==> src/core/scan_ctrl_pkg.sv <==
// Constants, field layout and register map of the threshold scan control block
// Contract
// - Scan enable bit turns auto-scan on; only valid with trigger source seven.
// - Low-power select set gives low-power mode, clear gives full power.
// - Charge source request enables charge-time source while converter enabled and active.
// - Reference request enables band-gap reference while converter enabled and active.
// - Irq mode: 11 done-with-match, 10 match, 01 done, 00 none.
// - Write mode: 10 compare only, 01 save on match, 00 always save.
// - Criterion: 11 outside window, 10 inside window, greater-than mode exceeds buffer.
package scan_ctrl_pkg;

  // Register byte offsets
  localparam logic [7:0]  CTRL_OFFSET     = 8'h00;
  localparam logic [7:0]  STATUS_OFFSET   = 8'h04;
  localparam logic [7:0]  MASK_OFFSET     = 8'h08;

  // Control register fields
  localparam int          SCAN_EN_BIT     = 15;
  localparam int          LOW_POWER_BIT   = 14;
  localparam int          CHARGE_REQ_BIT  = 13;
  localparam int          REF_REQ_BIT     = 12;
  localparam int          IRQ_MODE_LSB    = 8;
  localparam int          WRITE_MODE_LSB  = 2;
  localparam int          CRITERION_LSB   = 0;
  localparam logic [15:0] CTRL_RESET      = 16'h0000;
  // Reserved bit 11 held at zero, unimplemented bits read zero
  localparam logic [15:0] CTRL_WRITE_MASK = 16'hf30f;

  // Field encodings
  localparam logic [1:0]  IRQ_DONE_MATCH  = 2'h3;
  localparam logic [1:0]  IRQ_MATCH       = 2'h2;
  localparam logic [1:0]  IRQ_DONE        = 2'h1;
  localparam logic [1:0]  WM_COMPARE_ONLY = 2'h2;
  localparam logic [1:0]  WM_SAVE_MATCH   = 2'h1;
  localparam logic [1:0]  WM_LEGACY       = 2'h0;
  localparam logic [1:0]  CM_OUTSIDE      = 2'h3;
  localparam logic [1:0]  CM_INSIDE       = 2'h2;
  localparam logic [1:0]  CM_GREATER      = 2'h1;
  localparam logic [2:0]  AUTO_CONVERT_SRC = 3'h7;

  // Status and mask bit positions
  localparam int          EV_SCAN_IRQ     = 0;
  localparam int          EV_MATCH        = 1;
  localparam int          EV_SEQ_DONE     = 2;
  localparam int          EV_BAD_TRIGGER  = 3;
  localparam int          EV_COUNT        = 4;
  localparam logic [3:0]  STATUS_RESET    = 4'h0;
  localparam logic [3:0]  MASK_RESET      = 4'h0;

  // Bus answers
  localparam logic [1:0]  RESP_OKAY       = 2'h0;
  localparam logic [1:0]  RESP_SLVERR     = 2'h2;

endpackage

==> src/core/match_if.sv <==
// Carrier between the control core and the compare unit
`timescale 1ns/1ps
`default_nettype none
interface match_if #(parameter int W = 12);
  logic         valid;
  logic [W-1:0] result;
  logic [W-1:0] lo;
  logic [W-1:0] hi;
  logic [1:0]   criterion;
  logic         done;
  logic         hit;
  logic [W-1:0] result_q;
  modport unit (input valid, result, lo, hi, criterion, output done, hit, result_q);
  modport core (output valid, result, lo, hi, criterion, input done, hit, result_q);
endinterface
`default_nettype wire

==> src/core/adc_threshold_scan_control.sv <==
// Threshold scan control register, event logic and AXI4-Lite slave
`timescale 1ns/1ps
`default_nettype none
module adc_threshold_scan_control #(
  parameter int RESULT_W = 12
) (
  // Clock and reset
  input  wire logic                aclk,
  input  wire logic                aresetn,
  // AXI4-Lite write address
  input  wire logic                s_axi_awvalid,
  output logic                     s_axi_awready,
  input  wire logic [7:0]          s_axi_awaddr,
  // AXI4-Lite write data
  input  wire logic                s_axi_wvalid,
  output logic                     s_axi_wready,
  input  wire logic [31:0]         s_axi_wdata,
  input  wire logic [3:0]          s_axi_wstrb,
  // AXI4-Lite write response
  output logic                     s_axi_bvalid,
  input  wire logic                s_axi_bready,
  output logic [1:0]               s_axi_bresp,
  // AXI4-Lite read
  input  wire logic                s_axi_arvalid,
  output logic                     s_axi_arready,
  input  wire logic [7:0]          s_axi_araddr,
  output logic                     s_axi_rvalid,
  input  wire logic                s_axi_rready,
  output logic [31:0]              s_axi_rdata,
  output logic [1:0]               s_axi_rresp,
  // Converter status
  input  wire logic                conv_enabled,
  input  wire logic                conv_active,
  input  wire logic [2:0]          conversion_trigger_source,
  input  wire logic                seq_done,
  // Conversion result and buffer pair
  input  wire logic                result_valid,
  input  wire logic [RESULT_W-1:0] result,
  input  wire logic [RESULT_W-1:0] buf_lo,
  input  wire logic [RESULT_W-1:0] buf_hi,
  // Converter controls
  output logic                     scan_enable,
  output logic                     low_power_mode,
  output logic                     charge_source_enable,
  output logic                     reference_enable,
  // Result storage
  output logic                     save_strobe,
  output logic [RESULT_W-1:0]      save_data,
  output logic                     match_pulse,
  // Interrupt
  output logic                     irq
);

  localparam int N = scan_ctrl_pkg::EV_COUNT;

  typedef struct packed {
    logic [15:0]         ctrl;
    logic [N-1:0]        status;
    logic [N-1:0]        mask;
    logic                aw_held;
    logic [7:0]          aw_addr;
    logic                w_held;
    logic [31:0]         w_data;
    logic [3:0]          w_strb;
    logic                bvalid;
    logic [1:0]          bresp;
    logic                rvalid;
    logic [31:0]         rdata;
    logic [1:0]          rresp;
    logic                match_seen;
    logic                scan_en;
    logic                low_power;
    logic                charge_en;
    logic                ref_en;
    logic                save;
    logic [RESULT_W-1:0] save_data;
    logic                match;
    logic                irq;
  } state_type;

  state_type s_q;
  state_type s_d;

  match_if #(.W(RESULT_W)) m ();

  compare_unit #(
    .W (RESULT_W)
  ) u_compare (
    .aclk    (aclk),
    .aresetn (aresetn),
    .m       (m.unit)
  );

  // Two-bit field of the control word
  function automatic logic [1:0] field2(input logic [15:0] c, input int lsb);
    field2 = c[lsb +: 2];
  endfunction

  // Field views of the live control value
  // Decoded once so every consumer sees the same registered word
  logic       scan_bit;
  logic       low_power_bit;
  logic       charge_bit;
  logic       ref_bit;
  logic [1:0] irq_mode;
  logic [1:0] write_mode;
  logic [1:0] criterion;
  logic       trigger_ok;
  logic       scanning;

  assign scan_bit      = s_q.ctrl[scan_ctrl_pkg::SCAN_EN_BIT];
  assign low_power_bit = s_q.ctrl[scan_ctrl_pkg::LOW_POWER_BIT];
  assign charge_bit    = s_q.ctrl[scan_ctrl_pkg::CHARGE_REQ_BIT];
  assign ref_bit       = s_q.ctrl[scan_ctrl_pkg::REF_REQ_BIT];
  assign irq_mode      = field2(s_q.ctrl, scan_ctrl_pkg::IRQ_MODE_LSB);
  assign write_mode    = field2(s_q.ctrl, scan_ctrl_pkg::WRITE_MODE_LSB);
  assign criterion     = field2(s_q.ctrl, scan_ctrl_pkg::CRITERION_LSB);
  assign trigger_ok    = conversion_trigger_source == scan_ctrl_pkg::AUTO_CONVERT_SRC;
  // Scan is held off under any other trigger source
  assign scanning      = scan_bit && trigger_ok;

  assign m.valid     = result_valid;
  assign m.result    = result;
  assign m.lo        = buf_lo;
  assign m.hi        = buf_hi;
  assign m.criterion = criterion;

  // Byte-lane merge for a register of up to 32 bits
  function automatic logic [31:0] merge(input logic [31:0] old, input logic [31:0] wd,
                                        input logic [3:0] strb);
    logic [31:0] r;
    r = old;
    for (int i = 0; i < 4; i++) begin
      if (strb[i]) begin
        r[i*8 +: 8] = wd[i*8 +: 8];
      end
    end
    merge = r;
  endfunction

  function automatic logic mapped(input logic [7:0] a);
    mapped = (a == scan_ctrl_pkg::CTRL_OFFSET) || (a == scan_ctrl_pkg::STATUS_OFFSET) ||
             (a == scan_ctrl_pkg::MASK_OFFSET);
  endfunction

  // Register read multiplexer; reads have no side effect
  function automatic logic [31:0] read_word(input logic [7:0] a, input logic [15:0] c,
                                            input logic [N-1:0] st, input logic [N-1:0] mk);
    logic [31:0] r;
    r = 32'h0000_0000;
    unique case (a)
      scan_ctrl_pkg::CTRL_OFFSET:   r = {16'h0000, c};
      scan_ctrl_pkg::STATUS_OFFSET: r = {{(32-N){1'b0}}, st};
      scan_ctrl_pkg::MASK_OFFSET:   r = {{(32-N){1'b0}}, mk};
      default:                      r = 32'h0000_0000;
    endcase
    read_word = r;
  endfunction

  // Whether a finished conversion is written to its buffer
  function automatic logic save_wanted(input logic [1:0] wm, input logic now_hit);
    logic r;
    r = 1'b0;
    unique case (wm)
      scan_ctrl_pkg::WM_LEGACY:       r = 1'b1;
      scan_ctrl_pkg::WM_SAVE_MATCH:   r = now_hit;
      scan_ctrl_pkg::WM_COMPARE_ONLY: r = 1'b0;
      // Reserved code stores nothing
      default:                        r = 1'b0;
    endcase
    save_wanted = r;
  endfunction

  // Scan interrupt condition chosen by the irq mode field
  function automatic logic scan_irq_event(input logic [1:0] mode, input logic seq_end,
                                          input logic seen, input logic now_hit);
    logic r;
    r = 1'b0;
    unique case (mode)
      scan_ctrl_pkg::IRQ_DONE_MATCH: r = seq_end && (seen || now_hit);
      scan_ctrl_pkg::IRQ_MATCH:      r = now_hit;
      scan_ctrl_pkg::IRQ_DONE:       r = seq_end;
      default:                       r = 1'b0;
    endcase
    scan_irq_event = r;
  endfunction

  always_comb begin
    logic          aw_take;
    logic          w_take;
    logic          aw_have;
    logic          w_have;
    logic [7:0]    waddr;
    logic [31:0]   wdata;
    logic [3:0]    wstrb;
    logic [31:0]   merged;
    logic [N-1:0]  events;
    logic [N-1:0]  clear;
    logic          hit;
    logic          done;
    aw_take = 1'b0;
    w_take  = 1'b0;
    aw_have = 1'b0;
    w_have  = 1'b0;
    waddr   = 8'h00;
    wdata   = 32'h0000_0000;
    wstrb   = 4'h0;
    merged  = 32'h0000_0000;
    events  = '0;
    clear   = '0;
    hit     = 1'b0;
    done    = 1'b0;
    s_d     = s_q;

    // Write address and data may arrive in either order
    aw_take = s_axi_awvalid && !s_q.aw_held && !s_q.bvalid;
    w_take  = s_axi_wvalid && !s_q.w_held && !s_q.bvalid;
    aw_have = s_q.aw_held || aw_take;
    w_have  = s_q.w_held || w_take;
    waddr   = s_q.aw_held ? s_q.aw_addr : s_axi_awaddr;
    wdata   = s_q.w_held ? s_q.w_data : s_axi_wdata;
    wstrb   = s_q.w_held ? s_q.w_strb : s_axi_wstrb;
    // A lone address or data beat is parked until its partner arrives
    if (aw_take) begin
      s_d.aw_held = 1'b1;
      s_d.aw_addr = s_axi_awaddr;
    end
    if (w_take) begin
      s_d.w_held = 1'b1;
      s_d.w_data = s_axi_wdata;
      s_d.w_strb = s_axi_wstrb;
    end
    if (s_q.bvalid && s_axi_bready) begin
      s_d.bvalid = 1'b0;
    end
    if (aw_have && w_have && !s_q.bvalid) begin
      s_d.aw_held = 1'b0;
      s_d.w_held  = 1'b0;
      s_d.bvalid  = 1'b1;
      s_d.bresp   = mapped(waddr) ? scan_ctrl_pkg::RESP_OKAY : scan_ctrl_pkg::RESP_SLVERR;
      unique case (waddr)
        scan_ctrl_pkg::CTRL_OFFSET: begin
          merged     = merge({16'h0000, s_q.ctrl}, wdata, wstrb);
          s_d.ctrl   = merged[15:0] & scan_ctrl_pkg::CTRL_WRITE_MASK;
        end
        scan_ctrl_pkg::STATUS_OFFSET: begin
          // Write one to clear
          if (wstrb[0]) begin
            clear = wdata[N-1:0];
          end
        end
        scan_ctrl_pkg::MASK_OFFSET: begin
          if (wstrb[0]) begin
            s_d.mask = wdata[N-1:0];
          end
        end
        default: begin
        end
      endcase
    end

    // Read channel, answer one cycle after the address is taken
    if (s_q.rvalid && s_axi_rready) begin
      s_d.rvalid = 1'b0;
    end
    if (s_axi_arvalid && !s_q.rvalid) begin
      s_d.rvalid = 1'b1;
      s_d.rresp  = mapped(s_axi_araddr) ? scan_ctrl_pkg::RESP_OKAY
                                        : scan_ctrl_pkg::RESP_SLVERR;
      s_d.rdata  = read_word(s_axi_araddr, s_q.ctrl, s_q.status, s_q.mask);
    end

    // Converter controls
    s_d.scan_en   = scanning;
    s_d.low_power = low_power_bit;
    s_d.charge_en = charge_bit && conv_enabled
                    && conv_active;
    s_d.ref_en    = ref_bit && conv_enabled
                    && conv_active;

    // Threshold compare counts only while scanning
    hit  = m.hit && scanning;
    done = seq_done && scanning;
    s_d.match = hit;

    // Result storage by write mode
    s_d.save = 1'b0;
    // Legacy saving does not depend on the scan state
    if (m.done) begin
      s_d.save      = save_wanted(write_mode, hit);
      s_d.save_data = m.result_q;
    end

    // Match memory for the done-with-match condition
    if (done) begin
      s_d.match_seen = 1'b0;
    end else if (hit) begin
      s_d.match_seen = 1'b1;
    end

    // Interrupt condition; a match in the final cycle still counts
    events[scan_ctrl_pkg::EV_SCAN_IRQ] = scan_irq_event(irq_mode, done, s_q.match_seen,
                                                        hit);
    events[scan_ctrl_pkg::EV_MATCH]       = hit;
    events[scan_ctrl_pkg::EV_SEQ_DONE]    = done;
    // Flags software that enabled scan under a wrong trigger source
    events[scan_ctrl_pkg::EV_BAD_TRIGGER] =
      scan_bit && !trigger_ok;

    // Set wins over a simultaneous clear
    s_d.status = (s_q.status & ~clear) | events;
    s_d.irq    = |(s_d.status & s_d.mask);
  end

  always_ff @(posedge aclk) begin
    if (!aresetn) begin
      s_q        <= '0;
      s_q.ctrl   <= scan_ctrl_pkg::CTRL_RESET;
      s_q.status <= scan_ctrl_pkg::STATUS_RESET;
      s_q.mask   <= scan_ctrl_pkg::MASK_RESET;
    end else begin
      s_q <= s_d;
    end
  end

  assign s_axi_awready        = !s_q.aw_held && !s_q.bvalid;
  assign s_axi_wready         = !s_q.w_held && !s_q.bvalid;
  assign s_axi_bvalid         = s_q.bvalid;
  assign s_axi_bresp          = s_q.bresp;
  assign s_axi_arready        = !s_q.rvalid;
  assign s_axi_rvalid         = s_q.rvalid;
  assign s_axi_rdata          = s_q.rdata;
  assign s_axi_rresp          = s_q.rresp;
  assign scan_enable          = s_q.scan_en;
  assign low_power_mode       = s_q.low_power;
  assign charge_source_enable = s_q.charge_en;
  assign reference_enable     = s_q.ref_en;
  assign save_strobe          = s_q.save;
  assign save_data            = s_q.save_data;
  assign match_pulse          = s_q.match;
  assign irq                  = s_q.irq;

endmodule // adc_threshold_scan_control
`default_nettype wire

==> src/core/compare_unit.sv <==
// Registered match evaluation of one conversion result
`timescale 1ns/1ps
`default_nettype none
module compare_unit #(
  parameter int W = 12
) (
  // Clock and reset
  input  wire logic aclk,
  input  wire logic aresetn,
  // Result and buffer pair
  match_if.unit     m
);

  typedef struct packed {
    logic         done;
    logic         hit;
    logic [W-1:0] result;
  } state_type;

  state_type s_q;
  state_type s_d;

  function automatic logic inside_pair(input logic [W-1:0] r, input logic [W-1:0] a,
                                       input logic [W-1:0] b);
    inside_pair = (r >= a) && (r <= b);
  endfunction

  always_comb begin
    s_d      = s_q;
    s_d.done = m.valid;
    if (m.valid) begin
      s_d.result = m.result;
      unique case (m.criterion)
        scan_ctrl_pkg::CM_OUTSIDE: s_d.hit = !inside_pair(m.result, m.lo, m.hi);
        scan_ctrl_pkg::CM_INSIDE:  s_d.hit = inside_pair(m.result, m.lo, m.hi);
        scan_ctrl_pkg::CM_GREATER: s_d.hit = m.result > m.lo;
        default:                   s_d.hit = m.result < m.lo;
      endcase
    end else begin
      s_d.hit = 1'b0;
    end
  end

  always_ff @(posedge aclk) begin
    if (!aresetn) begin
      s_q <= '0;
    end else begin
      s_q <= s_d;
    end
  end

  assign m.done     = s_q.done;
  assign m.hit      = s_q.hit;
  assign m.result_q = s_q.result;

endmodule // compare_unit
`default_nettype wire

==> config.mk <==
export PLATFORM = sky130hd
export DESIGN_NAME = adc_threshold_scan_control
export DESIGN_NICKNAME = d
export VERILOG_FILES = /design/src/core/scan_ctrl_pkg.sv /design/src/core/match_if.sv /design/src/core/adc_threshold_scan_control.sv /design/src/core/compare_unit.sv
export SDC_FILE = /design/constraint.sdc
export NUM_CORES = 1
export LEC_CHECK = 0
export BUFFER_PORTS_ARGS = -buffer_cell sky130_fd_sc_hd__buf_2
export CAP_MARGIN = 30
export CORE_ASPECT_RATIO = 0.6
export CORE_MARGIN = 1
export CORE_UTILIZATION = 38
export CTS_BUF_LIST = sky130_fd_sc_hd__clkbuf_4 sky130_fd_sc_hd__clkbuf_8
export CTS_CLUSTER_SIZE = 40
export DETAILED_ROUTE_END_ITERATION = 10
export GPL_ROUTABILITY_DRIVEN = 0
export PLACE_DENSITY_LB_ADDON = 0.12
export SLEW_MARGIN = 20
export SYNTH_ARGS = -nofsm -noshare
export SYNTH_HDL_FRONTEND = slang
export SYNTH_SLANG_ARGS = --single-unit
==> constraint.sdc <==
create_clock -name aclk -period 5.7 [get_ports aclk]
set_input_delay 1.14 -clock aclk [delete_from_list [all_inputs] [get_ports aclk]]
set_output_delay 1.14 -clock aclk [all_outputs]
set_load 0.02 [all_outputs]
After elaboration in Yosys (flattened, before gate mapping)
Index checks and enable logic that the tools add are counted.

cells by class
  reductions and logical operators = 46
  muxes and demuxes = 20
  $lt $le $gt $ge = 4
  bitwise logic cells = 5
  equal/unequal tests = 12

operator list
  kind                count
  $pmux 16 s3         1
  $mux 35             1
  $logic_and 1x1->1   21
  $mux 4              5
  $eq 8x3->1 const B  2
  $eq 8x4->1 const B  2
  $logic_not 8->1     2
  $mux 16             1
  $ge 12x12->1        1
  $gt 12x12->1        1
  $le 12x12->1        1
  $lt 12x12->1        1
  $mux 9              1
  $and 4x4->4         2
  $eq 2x2->1 const B  4
  $mux 8              1
  $logic_or 1x1->1    7
  $eq 2x1->1 const B  3
  $logic_not 1->1     6
  $mux 2              3
  $pmux 1 s3          2
  $reduce_and 3->1    2
  $mux 5              1
  $not 4->4           1
  11 further kinds    15

storage, ports and cells
  register bits after elaboration = 118
  bits of input ports = 102

Longest topological paths before layout
  depth after elaboration = 12
  mapped depth = 9

Modules after synthesis
Synthesis repeated with hierarchy kept, for this count alone.

unflattened totals
  cells, all modules = 514
  area total of the unflattened synthesis = 4504.3 um^2

modules (own cells, without submodules)
  module                      times used  cells an instance  area each (um^2)  seq. area each (um^2)
  adc_threshold_scan_control  1           386                3373.2            1481.4
  compare_unit                1           128                1131.1            280.3

Worst setup path after synthesis
Ideal clock, no wire load.

  kind = input to register
  start = in buf_lo[5]
  end = reg u_compare.s_q, in the netlist u_compare.m.hit
  setup time = 0.126 ns
  data required time = 5.574 ns
  slack = 2.851 ns
  cell stages on the path = 9
  arrival time = 2.723 ns
  cell sequence = inv_1 > ha_1 > a21o_1 > nand3_1 > a21oi_1 > a2111oi_0 > a21oi_1 > o211ai_1 > a211oi_1

on the way
  word-level cells in the longest chain between the ends = 4
  elaborated cells between the ends (all ways) = 6

RTL lines
  item                  RTL line                          source
  start, declared       adc_threshold_scan_control.sv:39  input wire logic [RESULT_W-1:0] buf_lo,
  $ge 12x12->1          compare_unit.sv:25                inside_pair = (r >= a) && (r <= b);
  $logic_and 1x1->1     compare_unit.sv:25
  $logic_not 1->1       compare_unit.sv:34                scan_ctrl_pkg::CM_OUTSIDE: s_d.hit = !inside_pair(m.result, m.lo, m.hi);
  $pmux 1 s3 (*)        compare_unit.sv:33                unique case (m.criterion)
  end signal, assigned  compare_unit.sv:46                s_q <= '0;
  end signal, assigned  compare_unit.sv:48                s_q <= s_d;
  end, declared         compare_unit.sv:20                state_type s_q;

Mark *: on every way between the ends. The rest lies on a longest branch, timed or not.
A chain may end at the register's enable or synchronous reset.

Final worst setup path
  start = in result[5]
  end = reg u_compare.s_q, in the netlist u_compare.m.hit

on the way
  word-level cells in the longest chain between the ends = 4
  elaborated cells between the ends (all ways) = 7

RTL lines
  item                                                 RTL line                          source
  start, declared                                      adc_threshold_scan_control.sv:38  input wire logic [RESULT_W-1:0] result,
  $ge 12x12->1 / $le 12x12->1 (equally long branches)  compare_unit.sv:25
  $logic_and 1x1->1                                    compare_unit.sv:25
  $logic_not 1->1                                      compare_unit.sv:34
  $pmux 1 s3 (*)                                       compare_unit.sv:33

Marks and branches as above.

==> impl_metrics.tcl <==
set metrics [dict create \
    die_h_microns 87.0 \
    async_flop_share 0 \
    drc_errors 0 \
    path_max_fanout 4 \
    die_w_microns 144 \
    switching_power_mw 0.359 \
    hold_buffers 0 \
    period_needed_ns 2.94 \
    core_area_sq_um 11500 \
    worstSetupEndpointType "flop" \
    drt_iter0_drc 144 \
    hold_violations 0 \
    internal_power_mw 0.970 \
    clk_latency_ns 0.35 \
    first_pass_iters 4 \
    yosys_warnings 0 \
    cts-root-buf "clkbuf_8" \
    use_met1 0.270 \
    post_cts_resized 0 \
    wl_per_cell_microns 13.9 \
    design_area_sq_um 5220 \
    place.detailed.hpwl_microns 8330 \
    place_area_sq_um 5000 \
    drt_wl_total_microns 10700 \
    grt_pass1_vias 3378 \
    synthesis.area_sq_um 4580 \
    crit_type "in2reg" \
    irDropWorstVdd_v 0.0000990 \
    critPathLaunchType "input pin" \
    p_comb_frac 0.151 \
    dp_slack_ns 2.44 \
    htree_num_levels 3 \
    clk_path_buf_depth 2 \
    ys_ff_latch 88 \
    busiest_layer "met1" \
    pwr-share-seq 0.497 \
    critPathArrivalTime_ns 3.17 \
    clk_pin_slew_worst_paths_ns 0.08 \
    vias 3651 \
    synth_edf_count 0 \
    ys_seq_area_frac 0.385 \
    fin_ws_ns 2.76 \
    swShare 0.270 \
    slew_headroom 0.363 \
    p_leak_nw 2.40 \
    layout-drive-gt1-share 0.230 \
    power_mw 1.33 \
    tightest_slew_ns 0.931 \
    num-nets-final 731 \
    antenna_cells 0 \
    grt_max_degree 41 \
    avgSynthCellArea_sq_um 8.72 \
    dieArea_sq_um 12500 \
    grt_pass1_wl_microns 16800 \
    grt_overflow 0 \
    period_share 0.515 \
    routed_via_density 4.75 \
    synth_flop_cell "dfxtp_1" \
    clkSinkCount 88 \
    pin_count 162 \
    final_antenna_net_count 0 \
    finalSetupTns_ns 0 \
    worstPathRequired_ns 5.93 \
    use_met3 0.0423 \
    fmax_ghz 0.340 \
    clock_power_share 0.352 \
    maxSlewViolCount 0 \
    status "finished clean" \
    initial_core_util 0.397 \
    tritoncts "yes" \
    synthDistinctLibCells 47 \
    area_growth_pct 14.0 \
    hold_path_class "reg2reg" \
    row_count 30 \
    synthCells 525 \
    grt_usage 0.175 \
    post_cts_buffers 0 \
    antenna_found_initial 0 \
    setup_viol 0 \
    rsz0062_at_grt "false" \
    io_buffers 113 \
    cts_buffers 9 \
    drv_cap 0 \
    met2_usage 0.237 \
    power.density_nw_per_um2 255 \
    finClkSkew_ns 0.00757 \
]
[cell families after synthesis]
| family | synth area share |
|---|---|
| AO/OA/AOI/OAI | 0.133 |
| adder cells (fa/ha/maj) | 0.0656 |
| buffers and inverters | 0.123 |
| flip-flops | 0.385 |
| multiplexers | 0.104 |
| other | 0.000819 |
| AND/OR/NAND/NOR | 0.188 |
[metal layers]
layer	up-vias	wire length, microns	part of all wire
met4	0	32	0.0030
met1	1692	5970	0.56
met3	2	490	0.046
met5	-	0	0
li1	1874	-	-
met2	83	4170	0.39
[synthesized netlist by cell type, types with 4 or more instances]
| cell | instances | area, sq um |
|---|---|---|
| nor2b_1 | 41 | 257 |
| dfxtp_1 | 88 | 1760 |
| clkbuf_1 | 17 | 63.8 |
| a21oi_1 | 32 | 160 |
| inv_1 | 32 | 120 |
| a22oi_1 | 11 | 82.6 |
| nor2_1 | 31 | 116 |
| buf_4 | 48 | 360 |
| mux2_2 | 5 | 56.3 |
| ha_1 | 24 | 300 |
| o211ai_1 | 5 | 37.5 |
| a21boi_0 | 14 | 105 |
| nor3_1 | 7 | 35.0 |
| mux2i_1 | 42 | 420 |
| nand2_1 | 60 | 225 |
| o21ai_0 | 9 | 45.0 |
| nand3_1 | 5 | 25.0 |
| a211oi_1 | 6 | 45.0 |
| and2_1 | 4 | 25.0 |
| nand4_1 | 6 | 37.5 |
[cells in the final DEF (no fill, tap or decap), types with 2 or more instances in the layout]
cell type	Yosys	routed
nand2_1	60	60
nor3_1	7	7
inv_1	32	32
clkbuf_4	0	2
conb_1	1	24
o21ai_0	9	9
mux2_2	5	5
clkinv_4	0	2
and2_1	4	4
a22oi_1	11	11
a21oi_1	32	32
buf_2	1	113
nor2_1	31	31
and4_1	2	2
a211oi_1	6	6
nand3b_1	2	2
a21boi_0	14	14
mux2i_1	42	42
dfxtp_1	88	88
ha_1	24	24
bufinv_16	0	2
nor3b_1	3	3
nor2b_1	41	41
nand3_1	5	5
o211ai_1	5	5
a31oi_1	2	2
nand2b_1	3	3
o2111ai_1	2	2
clkbuf_8	0	9
a21o_1	2	2
nand4_1	6	6
[power groups by stage]
stage / combinational (mW) / sequential [mW] / clock [mW]
3_5_place_dp: 0.201 / 0.675 / 0
5_1_grt: 0.225 / 0.665 / 0.509
6_report: 0.201 / 0.661 / 0.467
3_3_place_gp: 0.195 / 0.674 / 0
2_1_floorplan: 0.156 / 0.664 / 0
4_1_cts: 0.201 / 0.661 / 0.483
[per-stage QoR]
step | hold WS (ns) | instances | util
after floorplan | 0.413 | 548 | -
after global placement | 0.437 | 753 | 0.434
after detailed placement | 0.448 | 753 | 0.434
after CTS | 0.461 | 768 | 0.452
after global routing | 0.486 | 769 | 0.453
final | 0.462 | 769 | 0.453
[flip-flops by register name, indices dropped and copies added (netlist names)]
register	flops
charge_source_enable	1
u_compare.m.hit	1
low_power_mode	1
u_compare.m.result_q	12
s_axi_bvalid	1
match_pulse	1
s_axi_rresp	1
criterion	2
irq	1
scan_enable	1
charge_bit	1
s_axi_rvalid	1
ref_bit	1
s_axi_bresp	1
low_power_bit	1
s_axi_rdata	10
u_compare.m.done	1
save_strobe	1
irq_mode	2
s_q	34
reference_enable	1
save_data	12
[cell type report]
cell class | instances | area, sq um
flip-flops and latches | 88 | 1760
multi-input cells | 358 | 2340
inverters | 33 | 124
clock buffers | 10 | 131
repair buffers | 115 | 581
well taps | 160 | 200
fillers | 1176 | 6310
clock inverters | 5 | 82.6
[worst paths after layout]
check | start | end | slack [ns] | depth (start not counted)
worst min-delay path | s_q[74] | s_q[74] | 0.46 | 2
worst max-delay path | result[5] | u_compare.m.hit | 2.76 | 9
worst max register to register | s_q[94] | irq | 2.82 | 7
worst min register to register | s_q[74] | s_q[74] | 0.46 | 2
[worst max-delay path, stage by stage]
cell	delay [ns]
buf_2	0.12
ha_1	0.31
a21o_1	0.16
nand3_1	0.08
a21oi_1	0.07
a2111oi_0	0.83
a21oi_1	0.16
o211ai_1	0.19
a211oi_1	0.09
Power figures use the tool's default switching activity.
